--- src/tsr_pkg.sv ---
// shared constants and types of the temperature monitor register logic
package tsr_pkg;
    // clock and timing
    localparam longint CLK_HZ         = 25_000_000;
    localparam longint PERIOD_MAX_MS  = 16_000;
    localparam longint PERIOD_MAX_CYC = PERIOD_MAX_MS * CLK_HZ / 1000;
    localparam longint CONV_TIME_US   = 1_000;
    localparam longint CONV_CYC       = CONV_TIME_US * CLK_HZ / 1_000_000;
    // register read addresses
    localparam logic [7:0] RD_LOCAL_VAL  = 8'h00;
    localparam logic [7:0] RD_REMOTE_VAL = 8'h01;
    localparam logic [7:0] RD_STATUS_ONE = 8'h02;
    localparam logic [7:0] RD_CONFIG_ONE = 8'h03;
    localparam logic [7:0] RD_CONV_RATE  = 8'h04;
    localparam logic [7:0] RD_LOCAL_HI   = 8'h05;
    localparam logic [7:0] RD_LOCAL_LO   = 8'h06;
    localparam logic [7:0] RD_REMOTE_HI  = 8'h07;
    localparam logic [7:0] RD_REMOTE_LO  = 8'h08;
    localparam logic [7:0] RD_STATUS_TWO = 8'h23;
    localparam logic [7:0] RW_CONFIG_TWO = 8'h24;
    // register write addresses
    localparam logic [7:0] WR_CONFIG_ONE = 8'h09;
    localparam logic [7:0] WR_CONV_RATE  = 8'h0a;
    localparam logic [7:0] WR_LOCAL_HI   = 8'h0b;
    localparam logic [7:0] WR_LOCAL_LO   = 8'h0c;
    localparam logic [7:0] WR_REMOTE_HI  = 8'h0d;
    localparam logic [7:0] WR_REMOTE_LO  = 8'h0e;
    localparam logic [7:0] WR_ONE_SHOT   = 8'h0f;
    // field positions
    localparam int CFG1_STANDBY_BIT = 6;
    localparam int CFG1_RSEL_BIT    = 3;
    localparam int CFG1_RANGE_BIT   = 2;
    localparam int CFG2_LOCK_BIT    = 7;
    localparam int ST_HI_BIT        = 4;
    localparam int ST_LO_BIT        = 3;
    localparam int ST_LOC_HI_BIT    = 6;
    localparam int ST_LOC_LO_BIT    = 5;
    // reset values and the continuous rate code
    localparam logic [7:0] PTR_RST      = 8'h00;
    localparam logic [7:0] CFG1_RST     = 8'h00;
    localparam logic [7:0] RATE_RST     = 8'h07;
    localparam logic [7:0] HI_LIM_RST   = 8'h55;
    localparam logic [7:0] LO_LIM_RST   = 8'h00;
    localparam logic [7:0] VAL_RST      = 8'h00;
    localparam logic [3:0] RATE_CONT    = 4'hb;
    // encoding
    localparam logic signed [9:0] BIN_MAX    = 10'sd127;
    localparam logic signed [9:0] ENC_OFFSET = 10'sd64;
    localparam logic signed [9:0] OFS_MAX    = 10'sd255;
    // bus address of this device, value arbitrary
    localparam logic [6:0] BUS_ADDR = 7'h2a;
    // measured temperatures in whole degrees, two's complement
    typedef struct packed {
        logic signed [9:0] remote_two;
        logic signed [9:0] remote_one;
        logic signed [9:0] local_t;
    } tsr_temps_s;
    typedef enum {TSR_IDLE, TSR_ADDR, TSR_ACK_A, TSR_RX, TSR_ACK_R,
                  TSR_TX, TSR_ACK_T, TSR_WAIT} tsr_bus_e;
endpackage

--- src/tsr_regs.sv ---
// serial register interface, conversion timing and limit compare
//
// Behaviour
// - every register is eight bits wide
// - local result is an eight bit value
// - each channel result is compared with its high and low limits
// - first byte of each write loads the register pointer
// - second write byte goes to the pointed register; reads return it
// - pointer is 0x00 at power-on
// - read right after power-on returns the local result
// - config one read at 0x03, written at 0x09
// - config two read and written at 0x24
// - writing bit 7 of config two sets lock; lock resets to 0
// - lock and locked registers hold until power is cycled
// - config two bits 6 to 0 have no function
// - conversion rate read at 0x04, written at 0x0a
// - low four rate bits set period, 16 s at 0x00 down to 15.625 ms at 0x0a
// - rate 0x0b runs conversions back to back
// - status registers at 0x02 and 0x23 are read only
// - default range reports plain binary degrees
// - extended range reports degrees plus 64
// - plain binary reports zero below zero degrees
// - plain binary reports 127 above 127 degrees
// - write to 0x0f in standby runs one conversion; data dropped
// - config one bit 3 picks remote one or two at shared addresses
`timescale 1ns/10ps
`default_nettype none
module tsr_regs #(
    parameter longint PERIOD_MAX_CYC = tsr_pkg::PERIOD_MAX_CYC,
    parameter longint CONV_CYC       = tsr_pkg::CONV_CYC
) (
    // clock and power-on reset
    input  wire logic               sys_clk,
    input  wire logic               resetn,
    // two-wire bus pins
    input  wire logic               scl_in,
    input  wire logic               sda_in,
    output logic                    sda_out,
    output logic                    sda_oe_n,
    // analog front end
    input  wire tsr_pkg::tsr_temps_s temps,
    output logic                    conv_busy
);
    import tsr_pkg::*;

    logic [2:0]  scl_sync, sda_sync;
    logic        scl_f, sda_f, scl_d, sda_d;
    tsr_bus_e    state;
    logic [3:0]  bit_cnt;
    logic [7:0]  shreg;
    logic        rw, second_byte, lock;
    logic [7:0]  ptr, cfg1, rate, rd_data;
    logic [7:0]  val [3];
    logic [7:0]  hi_lim [3];
    logic [7:0]  lo_lim [3];
    logic [7:0]  enc [3];
    logic [2:0]  hi_flag, lo_flag;
    logic        ptr_load, wr_pulse, scl_rise, scl_fall;
    logic        start_c, stop_c;
    logic [1:0]  rsel;
    logic [31:0] per_cnt, period, conv_cnt;
    logic        conv_end, one_shot, start_conv, cont, standby;

    // three-stage pin sync; filtered level moves once stages two and three agree
    always_ff @(posedge sys_clk or negedge resetn) begin
        if (!resetn) begin
            scl_sync <= 3'h7;
            sda_sync <= 3'h7;
            scl_f    <= 1'b1;
            sda_f    <= 1'b1;
            scl_d    <= 1'b1;
            sda_d    <= 1'b1;
        end else begin
            scl_sync <= {scl_sync[1:0], scl_in};
            sda_sync <= {sda_sync[1:0], sda_in};
            if (scl_sync[1] == scl_sync[2]) begin
                scl_f <= scl_sync[2];
            end
            if (sda_sync[1] == sda_sync[2]) begin
                sda_f <= sda_sync[2];
            end
            scl_d <= scl_f;
            sda_d <= sda_f;
        end
    end

    assign scl_rise = scl_f && !scl_d;
    assign scl_fall = !scl_f && scl_d;
    assign start_c  = scl_f && scl_d && sda_d && !sda_f;
    assign stop_c   = scl_f && scl_d && !sda_d && sda_f;
    assign ptr_load = scl_fall && state == TSR_RX && bit_cnt == 4'h8
                      && !second_byte;
    assign wr_pulse = scl_fall && state == TSR_RX && bit_cnt == 4'h8
                      && second_byte;

    // byte level slave; write is pointer then data bytes, each stored at the same pointer
    always_ff @(posedge sys_clk or negedge resetn) begin
        if (!resetn) begin
            state       <= TSR_IDLE;
            bit_cnt     <= 4'h0;
            shreg       <= 8'h00;
            rw          <= 1'b0;
            second_byte <= 1'b0;
        end else if (start_c) begin
            state       <= TSR_ADDR;
            bit_cnt     <= 4'h0;
            second_byte <= 1'b0;
        end else if (stop_c) begin
            state <= TSR_IDLE;
        end else begin
            case (state)
                TSR_ADDR, TSR_RX: begin
                    if (scl_rise) begin
                        shreg   <= {shreg[6:0], sda_f};
                        bit_cnt <= bit_cnt + 4'h1;
                    end else if (scl_fall && bit_cnt == 4'h8) begin
                        bit_cnt <= 4'h0;
                        if (state == TSR_RX) begin
                            second_byte <= 1'b1;
                            state       <= TSR_ACK_R;
                        end else if (shreg[7:1] == BUS_ADDR) begin
                            rw    <= shreg[0];
                            state <= TSR_ACK_A;
                        end else begin
                            state <= TSR_WAIT;
                        end
                    end
                end
                TSR_ACK_A: begin
                    if (scl_fall) begin
                        if (rw) begin
                            shreg <= rd_data;
                            state <= TSR_TX;
                        end else begin
                            state <= TSR_RX;
                        end
                    end
                end
                TSR_ACK_R: begin
                    if (scl_fall) begin
                        state <= TSR_RX;
                    end
                end
                TSR_TX: begin
                    if (scl_rise) begin
                        bit_cnt <= bit_cnt + 4'h1;
                    end else if (scl_fall) begin
                        if (bit_cnt == 4'h8) begin
                            bit_cnt <= 4'h0;
                            state   <= TSR_ACK_T;
                        end else begin
                            shreg <= {shreg[6:0], 1'b0};
                        end
                    end
                end
                TSR_ACK_T: begin
                    if (scl_rise && sda_f) begin
                        state <= TSR_WAIT;
                    end else if (scl_fall) begin
                        shreg <= rd_data;
                        state <= TSR_TX;
                    end
                end
                default: state <= state;
            endcase
        end
    end

    // open drain: enable low pulls the line low
    assign sda_out  = 1'b0;
    assign sda_oe_n = !(state == TSR_ACK_A || state == TSR_ACK_R
                        || (state == TSR_TX && !shreg[7]));

    // pointer
    always_ff @(posedge sys_clk or negedge resetn) begin
        if (!resetn) begin
            ptr <= PTR_RST;
        end else if (ptr_load) begin
            ptr <= shreg;
        end
    end

    assign rsel    = cfg1[CFG1_RSEL_BIT] ? 2'd2 : 2'd1;
    assign standby = cfg1[CFG1_STANDBY_BIT];

    // configuration, rate and limits; lock blocks them all
    always_ff @(posedge sys_clk or negedge resetn) begin
        if (!resetn) begin
            cfg1 <= CFG1_RST;
            rate <= RATE_RST;
            lock <= 1'b0;
            for (int i = 0; i < 3; i++) begin
                hi_lim[i] <= HI_LIM_RST;
                lo_lim[i] <= LO_LIM_RST;
            end
        end else if (wr_pulse) begin
            if (ptr == RW_CONFIG_TWO && shreg[CFG2_LOCK_BIT]) begin
                lock <= 1'b1;
            end
            if (!lock) begin
                case (ptr)
                    WR_CONFIG_ONE: cfg1 <= shreg;
                    WR_CONV_RATE:  rate <= shreg;
                    WR_LOCAL_HI:   hi_lim[0] <= shreg;
                    WR_LOCAL_LO:   lo_lim[0] <= shreg;
                    WR_REMOTE_HI:  hi_lim[rsel] <= shreg;
                    WR_REMOTE_LO:  lo_lim[rsel] <= shreg;
                    default:       cfg1 <= cfg1;
                endcase
            end
        end
    end

    // read decode; values outside the map read as zero
    always_comb begin
        case (ptr)
            RD_LOCAL_VAL:  rd_data = val[0];
            RD_REMOTE_VAL: rd_data = val[rsel];
            RD_STATUS_ONE: rd_data = {1'b0, hi_flag[0], lo_flag[0],
                                      hi_flag[1], lo_flag[1], 3'h0};
            RD_CONFIG_ONE: rd_data = cfg1;
            RD_CONV_RATE:  rd_data = rate;
            RD_LOCAL_HI:   rd_data = hi_lim[0];
            RD_LOCAL_LO:   rd_data = lo_lim[0];
            RD_REMOTE_HI:  rd_data = hi_lim[rsel];
            RD_REMOTE_LO:  rd_data = lo_lim[rsel];
            RD_STATUS_TWO: rd_data = {3'h0, hi_flag[2], lo_flag[2], 3'h0};
            RW_CONFIG_TWO: rd_data = {lock, 7'h00};
            default:       rd_data = 8'h00;
        endcase
    end

    // conversion scheduling; 16 s halves per code, so code 0x0a is ~15.6 ms
    assign period   = 32'(PERIOD_MAX_CYC >> rate[3:0]);
    assign cont     = rate[3:0] >= RATE_CONT;
    assign conv_end = conv_busy && conv_cnt == 32'(CONV_CYC - 1);
    assign start_conv = !conv_busy && (standby ? one_shot
                        : (cont || per_cnt >= period - 32'h1));

    always_ff @(posedge sys_clk or negedge resetn) begin
        if (!resetn) begin
            per_cnt <= 32'h0;
        end else if (standby || start_conv) begin
            per_cnt <= 32'h0;
        end else if (per_cnt < period - 32'h1) begin
            per_cnt <= per_cnt + 32'h1;
        end
    end

    // one-shot request: a new write wins over the clear by start
    always_ff @(posedge sys_clk or negedge resetn) begin
        if (!resetn) begin
            one_shot <= 1'b0;
        end else if (wr_pulse && ptr == WR_ONE_SHOT && standby) begin
            one_shot <= 1'b1;
        end else if (start_conv || !standby) begin
            one_shot <= 1'b0;
        end
    end

    always_ff @(posedge sys_clk or negedge resetn) begin
        if (!resetn) begin
            conv_busy <= 1'b0;
            conv_cnt  <= 32'h0;
        end else if (start_conv) begin
            conv_busy <= 1'b1;
            conv_cnt  <= 32'h0;
        end else if (conv_end) begin
            conv_busy <= 1'b0;
        end else if (conv_busy) begin
            conv_cnt <= conv_cnt + 32'h1;
        end
    end

    // per channel encode, store and compare at the end of each conversion
    for (genvar g = 0; g < 3; g++) begin : g_chan
        logic signed [9:0] t;
        logic signed [10:0] o;
        assign t = temps[g*10 +: 10];
        // one bit wider so hot inputs cannot wrap past the clamp
        assign o = 11'(t) + 11'(ENC_OFFSET);
        always_comb begin
            if (cfg1[CFG1_RANGE_BIT]) begin
                enc[g] = o < 0 ? 8'h00 : (o > OFS_MAX ? 8'hff : o[7:0]);
            end else if (t < 0) begin
                enc[g] = 8'h00;
            end else begin
                enc[g] = t > BIN_MAX ? BIN_MAX[7:0] : t[7:0];
            end
        end
        always_ff @(posedge sys_clk or negedge resetn) begin
            if (!resetn) begin
                val[g]     <= VAL_RST;
                hi_flag[g] <= 1'b0;
                lo_flag[g] <= 1'b0;
            end else if (conv_end) begin
                val[g]     <= enc[g];
                hi_flag[g] <= enc[g] > hi_lim[g];
                lo_flag[g] <= enc[g] < lo_lim[g];
            end
        end
        flag_cmp_a: assert property (@(posedge sys_clk)
            disable iff (!resetn)
            conv_end |=> hi_flag[g] == ($past(enc[g]) > $past(hi_lim[g])))
            else $error("high flag does not match compare");
        bin_clamp_a: assert property (@(posedge sys_clk)
            disable iff (!resetn) !cfg1[CFG1_RANGE_BIT]
            |-> enc[g] <= 8'h7f && (t >= 0 || enc[g] == 0))
            else $error("binary result out of clamp");
        ofs_enc_a: assert property (@(posedge sys_clk)
            disable iff (!resetn) cfg1[CFG1_RANGE_BIT] && t >= -64 && t <= 191
            |-> enc[g] == 8'(t + 10'sd64))
            else $error("offset binary result wrong");
    end

    ptr_load_a: assert property (@(posedge sys_clk)
        disable iff (!resetn) !$stable(ptr) |-> $past(ptr_load))
        else $error("pointer changed without first write byte");
    lock_hold_a: assert property (@(posedge sys_clk)
        disable iff (!resetn)
        lock |=> lock && $stable(cfg1) && $stable(rate) && $stable(hi_lim[0]))
        else $error("locked state changed");
    store_write_a: assert property (@(posedge sys_clk)
        disable iff (!resetn) wr_pulse && ptr == WR_LOCAL_HI && !lock
        |=> hi_lim[0] == $past(shreg))
        else $error("write data not stored");
    cont_conv_a: assert property (@(posedge sys_clk)
        disable iff (!resetn) conv_end ##1 (cont && !standby) |=> conv_busy)
        else $error("continuous conversion idled");
    one_shot_a: assert property (@(posedge sys_clk)
        disable iff (!resetn) wr_pulse && ptr == WR_ONE_SHOT && standby
        && !conv_busy |=> ##[0:1] conv_busy)
        else $error("one shot did not start conversion");
endmodule
`default_nettype wire

--- config.mk ---
export PLATFORM = sky130hd
export DESIGN_NAME = tsr_regs
export DESIGN_NICKNAME = d
export VERILOG_FILES = /design/src/tsr_pkg.sv /design/src/tsr_regs.sv
export SDC_FILE = /design/constraint.sdc
export NUM_CORES = 1
export LEC_CHECK = 0
export ABC_CLOCK_PERIOD_IN_PS = 4210
export BUFFER_PORTS_ARGS = -buffer_cell sky130_fd_sc_hd__buf_2
export CAP_MARGIN = 20
export CORE_MARGIN = 2
export CORE_UTILIZATION = 40
export CTS_BUF_LIST = sky130_fd_sc_hd__clkbuf_2
export DETAILED_ROUTE_END_ITERATION = 10
export PLACE_DENSITY = 0.57
export SLEW_MARGIN = 20
export SYNTH_ARGS = -nofsm -noshare
export SYNTH_HDL_FRONTEND = slang
export SYNTH_SLANG_ARGS = --single-unit
--- constraint.sdc ---
create_clock -name sys_clk -period 4.21 [get_ports sys_clk]
set_input_delay 0.842 -clock sys_clk [delete_from_list [all_inputs] [get_ports sys_clk]]
set_output_delay 0.842 -clock sys_clk [all_outputs]
set_load 0.01 [all_outputs]
==> results.json, run 1 <==
{
  "outcome": "completed",
  "synthCells": 1409,
  "synth_flop_cell": "dfrtp_1",
  "drv_slew": 0,
  "start_util_pct": 40.8,
  "start_kind": "register",
  "use_met2_pct": 32.3,
  "fin_crit_ns": 4.11,
  "synth_cell_types": 77,
  "p_comb_share_pct": 18.8,
  "drc": 0,
  "final_common_cell": "nand2_1",
  "p_leak_nw": 5.91,
  "rsz0062_at_grt": "false",
  "dieArea_um2": 32700,
  "clock_skew_ns": 0.0590,
  "fillCellCount": 3063,
  "path_max_fanout": 7,
  "grt_overflow": 0,
  "drv_cap": 0,
  "dp_hpwl_um": 24500,
  "vias": 10500,
  "wl_per_cell_um": 18.4,
  "avgSynthCellArea_um2": 8.87,
  "async_reset_ff_share_pct": 100,
  "area_growth_pct": 8.89,
  "grt_pass1_wl_um": 55000,
  "dr.first_iter.drc_count": 738,
  "grt_max_degree": 96,
  "required_ns": 4.99,
  "dieHeight_um": 181,
  "yosysWarningCount": 0,
  "clkPwrFrac_pct": 23.7,
  "power_w": 0.00412,
  "h-tree-depth": 4,
  "critical_path.slowest_cell": "dfstp_2",
  "rows": 64,
  "instances_no_fill": 1849,
  "cts-root-buf": "clkbuf_2",
  "antenna_found_initial": 1,
  "seqPwrFrac_pct": 57.5,
  "setup_viol": 0,
  "die_w_um": 181,
  "synth-seq-cells": 196,
  "max_freq_mhz": 243,
  "totalWireLength_um": 34100,
  "clk_pin_slew_worst_paths_ns": 0.28,
  "clk_path_buf_depth": 2,
  "clock-sinks": 196,
  "drive_above_1_share_pct": 15.0,
  "end_kind": "register",
  "tightest_slew_ns": 0.982,
  "port_buffers": 35,
  "grtUsageTotal_pct": 21.1,
  "clock_latency_ns": 0.84,
  "cts_tree": "built",
  "hold_viol": 0,
  "ir_worst_vdd_mv": 0.151,
  "p_int_w": 0.00262,
  "final_cell_mix": "nand2_1, dfrtp_1, o21ai_0",
  "grt_pass1_vias": 9931,
  "gp_congestion": 0.894,
  "top_usage_layer": "met2",
  "synth_edf_count": 0,
  "cts_buffers": 17,
  "syn_area_um2": 12500,
  "fin_crit_sh_pct": 97.5,
  "core_area_um2": 30700,
  "power_switching_w": 0.00149,
  "worst_path_largest_cell_delay_ns": 0.60,
  "ys_seq_area_share_pct": 39.5,
  "p_sw_share_pct": 36.3,
  "met3_usage_pct": 2.76,
  "num-nets-final": 1567,
  "crit_type": "register to register",
  "post_drt_via_cell_ratio": 5.66,
  "hold_class": "primary input to asynchronous set/reset pin",
  "ant_nets": 0,
  "relSlewSlack_pct": 34.0,
  "dp_cells": 1808,
  "worstPathArrival_ns": 4.88,
  "io_pins": 37,
  "power.density_nw_per_um2": 302,
  "drtPass1Iterations": 5,
  "crit_chain": "nand2b_4 -> inv_2 -> or3_4 -> ha_4 -> inv_2 -> a21oi_1 -> a211oi_1 -> a21oi_1 -> ha_1 -> nand2_1 -> o21ai_1 -> a221o_1 -> o31a_1 -> or4_4 -> buf_8 -> or4_4 -> a21oi_2",
  "met1_usage_pct": 31.4
}
[cell usage after synthesis (7+ instances only)]
cell / number / share of area (%)
nand3_1: 45 / 1.8
a21oi_1: 84 / 3.4
and4_1: 7 / 0.49
mux2i_1: 11 / 0.88
o31ai_1: 11 / 0.66
nor2b_1: 18 / 0.90
dfstp_2: 25 / 5.3
nand2b_1: 14 / 0.70
nand2_1: 187 / 5.6
ha_1: 94 / 9.4
nor3_1: 24 / 0.96
a31oi_1: 10 / 0.50
and2_1: 8 / 0.40
or3_1: 25 / 1.3
nor4_1: 15 / 0.75
dfrtp_1: 171 / 34
xor2_1: 14 / 0.98
nor2_1: 97 / 2.9
nand4_1: 36 / 1.8
inv_1: 79 / 2.4
xnor2_1: 25 / 1.8
and3_1: 10 / 0.50
a221oi_1: 11 / 0.77
a21o_1: 34 / 2.0
a22oi_1: 19 / 1.1
o21ai_0: 108 / 4.3
buf_2: 8 / 0.32
mux2_2: 54 / 4.9
a211oi_1: 7 / 0.42
or4_1: 7 / 0.42
clkbuf_1: 54 / 1.6
[path summary, 6_finish.rpt]
check,startpoint,endpoint,slack [ns],depth (start not counted)
setup / recovery,rate[2],per_cnt[25],0.10,17
hold / removal,resetn,per_cnt[28],0.04,1
setup reg to reg,rate[2],per_cnt[25],0.10,17
hold reg to reg,sda_sync[0],sda_sync[1],0.38,0
max in group asynchronous,resetn,hi_lim[14],3.32,2
min in group sys_clk,sda_sync[0],sda_sync[1],0.38,0
[per-stage QoR]
step                      utilization (%)  TNS, ns  hold WS, ns  setup WS (ns)  area [µm²]
after floorplan                         -        0        0.345         0.0346       12500
after global placement               43.1        0        0.347         0.0510       13200
after detailed placement             43.1   -0.191        0.348        -0.0814       13200
after CTS                            43.9        0      0.00664       0.000669       13500
after global routing                 44.4        0       0.0278        0.00585       13600
final                                44.4        0       0.0412          0.103       13600
[state kept, by name, summed over array words and instances, names as in the netlist, 4 cells and up]
name      count
conv_cnt     32
shreg         8
ptr           8
hi_lim       24
rate          8
val          24
cfg1          8
lo_lim       24
bit_cnt       4
per_cnt      32
[worst max-delay path, delay by kind of cell, from the launching register on]
family,cells,cell delay [ns]
AOI/OAI and AO/OA,7,1.20
buffers and inverters,3,0.24
adders and majority gates,2,0.48
and+or+nand+nor,5,1.56
DFF,1,0.60
[logic make-up after synthesis]
group                    count (synthesis)  share of synthesized area [%]
AO/OA/AOI/OAI                          342                           17.2
flip-flops                             196                           39.5
XOR/XNOR                                39                           2.73
buffers and inverters                  148                           4.70
multiplexers                            65                           5.74
adder cells (fa/ha/maj)                 96                           9.57
other                                    2                         0.0601
AND/OR/NAND/NOR                        521                           20.5
[timing repair]
item,4_1_cts,5_1_grt
pin swaps,0,13
endpoints found under the hold margin,0,2
buffers inserted,0,6
setup endpoints to repair,6,34
resized for setup,2,24
hold buffers,0,2
[power by group through the flow]
stage / Sequential, W / Combinational (W) / Clock (W)
after global placement: 0.00239 / 0.000749 / 0
final: 0.00237 / 0.000774 / 0.000974
after global routing: 0.00240 / 0.000896 / 0.00108
after floorplan: 0.00213 / 0.000681 / 0
after detailed placement: 0.00238 / 0.000770 / 0
after CTS: 0.00236 / 0.000773 / 0.00100
[metal layers]
metal / up-vias / part of all wire, %
li1: 5104 / -
met1: 5118 / 49
met2: 211 / 45
met3: 36 / 4.0
met4: 0 / 1.7
met5: - / 0
[cell type report]
type / instances / area (µm²) / area share, %
clock inverters: 12 / 130 / 0.956
inverters: 79 / 297 / 2.18
clock buffers: 20 / 100 / 0.735
diodes: 1 / 2.50 / 0.0184
well taps: 396 / 495 / 3.64
multi-input cells: 1067 / 7070 / 51.9
repair buffers: 78 / 581 / 4.26
flip-flops and latches: 196 / 4940 / 36.3
(Power assumes the default switching activity.)
==> run 2, diff against run 1 <==
--- a/config.mk
+++ b/config.mk
@@ -12,7 +12,8 @@
 export CORE_UTILIZATION = 40
 export CTS_BUF_LIST = sky130_fd_sc_hd__clkbuf_2
 export DETAILED_ROUTE_END_ITERATION = 10
-export PLACE_DENSITY = 0.57
+export PLACE_DENSITY_LB_ADDON = 0.05
+export SETUP_SLACK_MARGIN = 0.15
 export SLEW_MARGIN = 20
 export SYNTH_ARGS = -nofsm -noshare
 export SYNTH_HDL_FRONTEND = slang
==> run 2 against run 1 <==
  * Worst hold slack better by 0.34 ns
  * Die area stayed put
  * First-iteration DRC count is 4.1% lower
  * Sequential share of layout area is 0.42 points lower
  * Non-clock buffer count is 14 higher
  * Sequential power hardly changed
  * Global-route usage is 0.88 points higher
  * Cell area is 1.2% higher
==> results.json, run 2 (same netlist as run 1, synthesis figures left out) <==
{
  "dr.first_iter.drc_count": 708,
  "worst_path_largest_cell_delay_ns": 0.61,
  "cp_top_family": "simple AND/OR/NAND/NOR gates",
  "ir_worst_vdd_mv": 0.204,
  "num-nets-final": 1581,
  "r2r_slack_ns": 0.13,
  "crit_start": "rate[2]",
  "io_pins": 37,
  "required_ns": 4.96,
  "area_growth_pct": 10.2,
  "reg2reg_from": "rate[2]",
  "dp_cells": 1815,
  "grt_pass1_vias": 9844,
  "drv_cap": 0,
  "dieHeight_um": 181,
  "totalWireLength_um": 35500,
  "fin_crit_ns": 4.08,
  "critical_path.slowest_cell": "dfstp_2",
  "post_drt_via_cell_ratio": 5.63,
  "outcome": "completed",
  "timing.hold.ws_ns": 0.377,
  "port_buffers": 35,
  "ant_nets": 0,
  "clock_latency_ns": 0.86,
  "dp_slack_ns": -0.174,
  "grt_pass1_wl_um": 56600,
  "hold_class": "register to register",
  "clock-sinks": 196,
  "clk_pin_slew_worst_paths_ns": 0.29,
  "crit_end": "per_cnt[25]",
  "dieArea_um2": 32700,
  "worstPathArrival_ns": 4.84,
  "clock_skew_ns": 0.0748,
  "crit_chain": "nand2b_4 -> inv_2 -> or3_4 -> ha_4 -> nor3_2 -> o21ai_1 -> and2_1 -> ha_1 -> nand4_1 -> nor2_1 -> a221o_1 -> o31a_1 -> or4_4 -> or4_4 -> a21oi_2",
  "grt_max_degree": 94,
  "dp_hpwl_um": 25800,
  "rsz0062_at_grt": "true",
  "drc": 0,
  "cts-root-buf": "clkbuf_2",
  "top_regs": "conv_cnt: 32 flops, per_cnt: 32 flops",
  "gp_congestion": 0.872,
  "max_freq_mhz": 245,
  "relSlewSlack_pct": 36.8,
  "grtUsageTotal_pct": 22.0,
  "h-tree-depth": 4,
  "start_util_pct": 40.8,
  "end_kind": "register",
  "instances_no_fill": 1863,
  "grt_overflow": 0,
  "crit_type": "register to register",
  "final_common_cell": "nand2_1",
  "worst-path-stages": 15,
  "power.density_nw_per_um2": 304,
  "fillCellCount": 3101,
  "wl_per_cell_um": 19.1,
  "crit_top_cell": "or4_4",
  "rows": 64,
  "hold_viol": 0,
  "p_leak_nw": 5.98,
  "antenna_found_initial": 1,
  "cts_tree": "built",
  "start_kind": "register",
  "path_max_fanout": 7,
  "r2r_cells": 15,
  "core_area_um2": 30700,
  "fin_crit_sh_pct": 97.0,
  "die_w_um": 181,
  "clk_path_buf_depth": 2,
  "drive_above_1_share_pct": 16.0,
  "drtPass1Iterations": 5,
  "cts_buffers": 17,
  "setup_viol": 0,
  "worst-path-buf-inv": 1,
  "drv_slew": 0,
  "min_path_cells": 0,
  "reg2reg_to": "per_cnt[25]",
  "setup_slack_ns": 0.126,
  "power_w": 0.00418,
  "vias": 10500,
  "tightest_slew_ns": 0.940,
  "final_cell_mix": "nand2_1, dfrtp_1, o21ai_0"
}
-- run 2: cell types whose count changed in the layout (fill, tap and decap cells not counted), sizes merged --
cell and change:
clkbuf -3, buf +13, dlygate4sd3 +1, clkinvlp +2, inv +1
-- run 2: per-layer routing --
metal  wire length [µm]  share of wire [%]  global-route usage, %
met5                  0                  0                      0
met4                285               0.80                   4.48
met3               1530                4.3                   3.43
met2              16100                 45                   34.0
met1              17600                 49                   32.6
-- run 2: worst min path at each step --
stage                              to        start
after global routing           val[2]    temps[22]
after global placement    scl_sync[1]  scl_sync[0]
after CTS                      val[5]    temps[25]
final                     scl_sync[1]  scl_sync[0]
after detailed placement  sda_sync[1]  sda_sync[0]
after floorplan           scl_sync[1]  scl_sync[0]
-- run 2: final cells by class --
class / count / area [µm²] / share of cell area (%)
Clock inverter: 15 / 170 / 1.24
Sequential cell: 196 / 4940 / 35.8
Tap cell: 396 / 495 / 3.60
Timing Repair Buffer: 92 / 684 / 4.97
Antenna cell: 1 / 2.50 / 0.0182
Clock buffer: 17 / 85.1 / 0.618
Inverter: 79 / 297 / 2.15
Multi-Input combinational cell: 1067 / 7100 / 51.6
-- run 2: repair_timing --
action                                 CTS  global route
setup endpoints to repair               21            20
endpoints found under the hold margin   18             0
hold buffers                             3             0
pin swaps                               15            11
resized for setup                       21             9
buffers inserted                        10             2
-- run 2: per-stage QoR --
| step | util [%] | cell area (µm²) | TNS, ns |
|---|---|---|---|
| 5_1_grt | 44.9 | 13800 | 0 |
| 3_3_place_gp | 43.3 | 13300 | -0.243 |
| 2_1_floorplan | - | 12500 | 0 |
| 6_report | 44.9 | 13800 | 0 |
| 4_1_cts | 44.7 | 13700 | 0 |
| 3_5_place_dp | 43.3 | 13300 | -1.18 |
-- run 2: power by group --
part	leakage [nW]	internal [W]	switching [W]
clock network	0.147	0.000291	0.000737
registers	2.41	0.00201	0.000368
logic	3.42	0.000330	0.000452
total	5.98	0.00263	0.00156
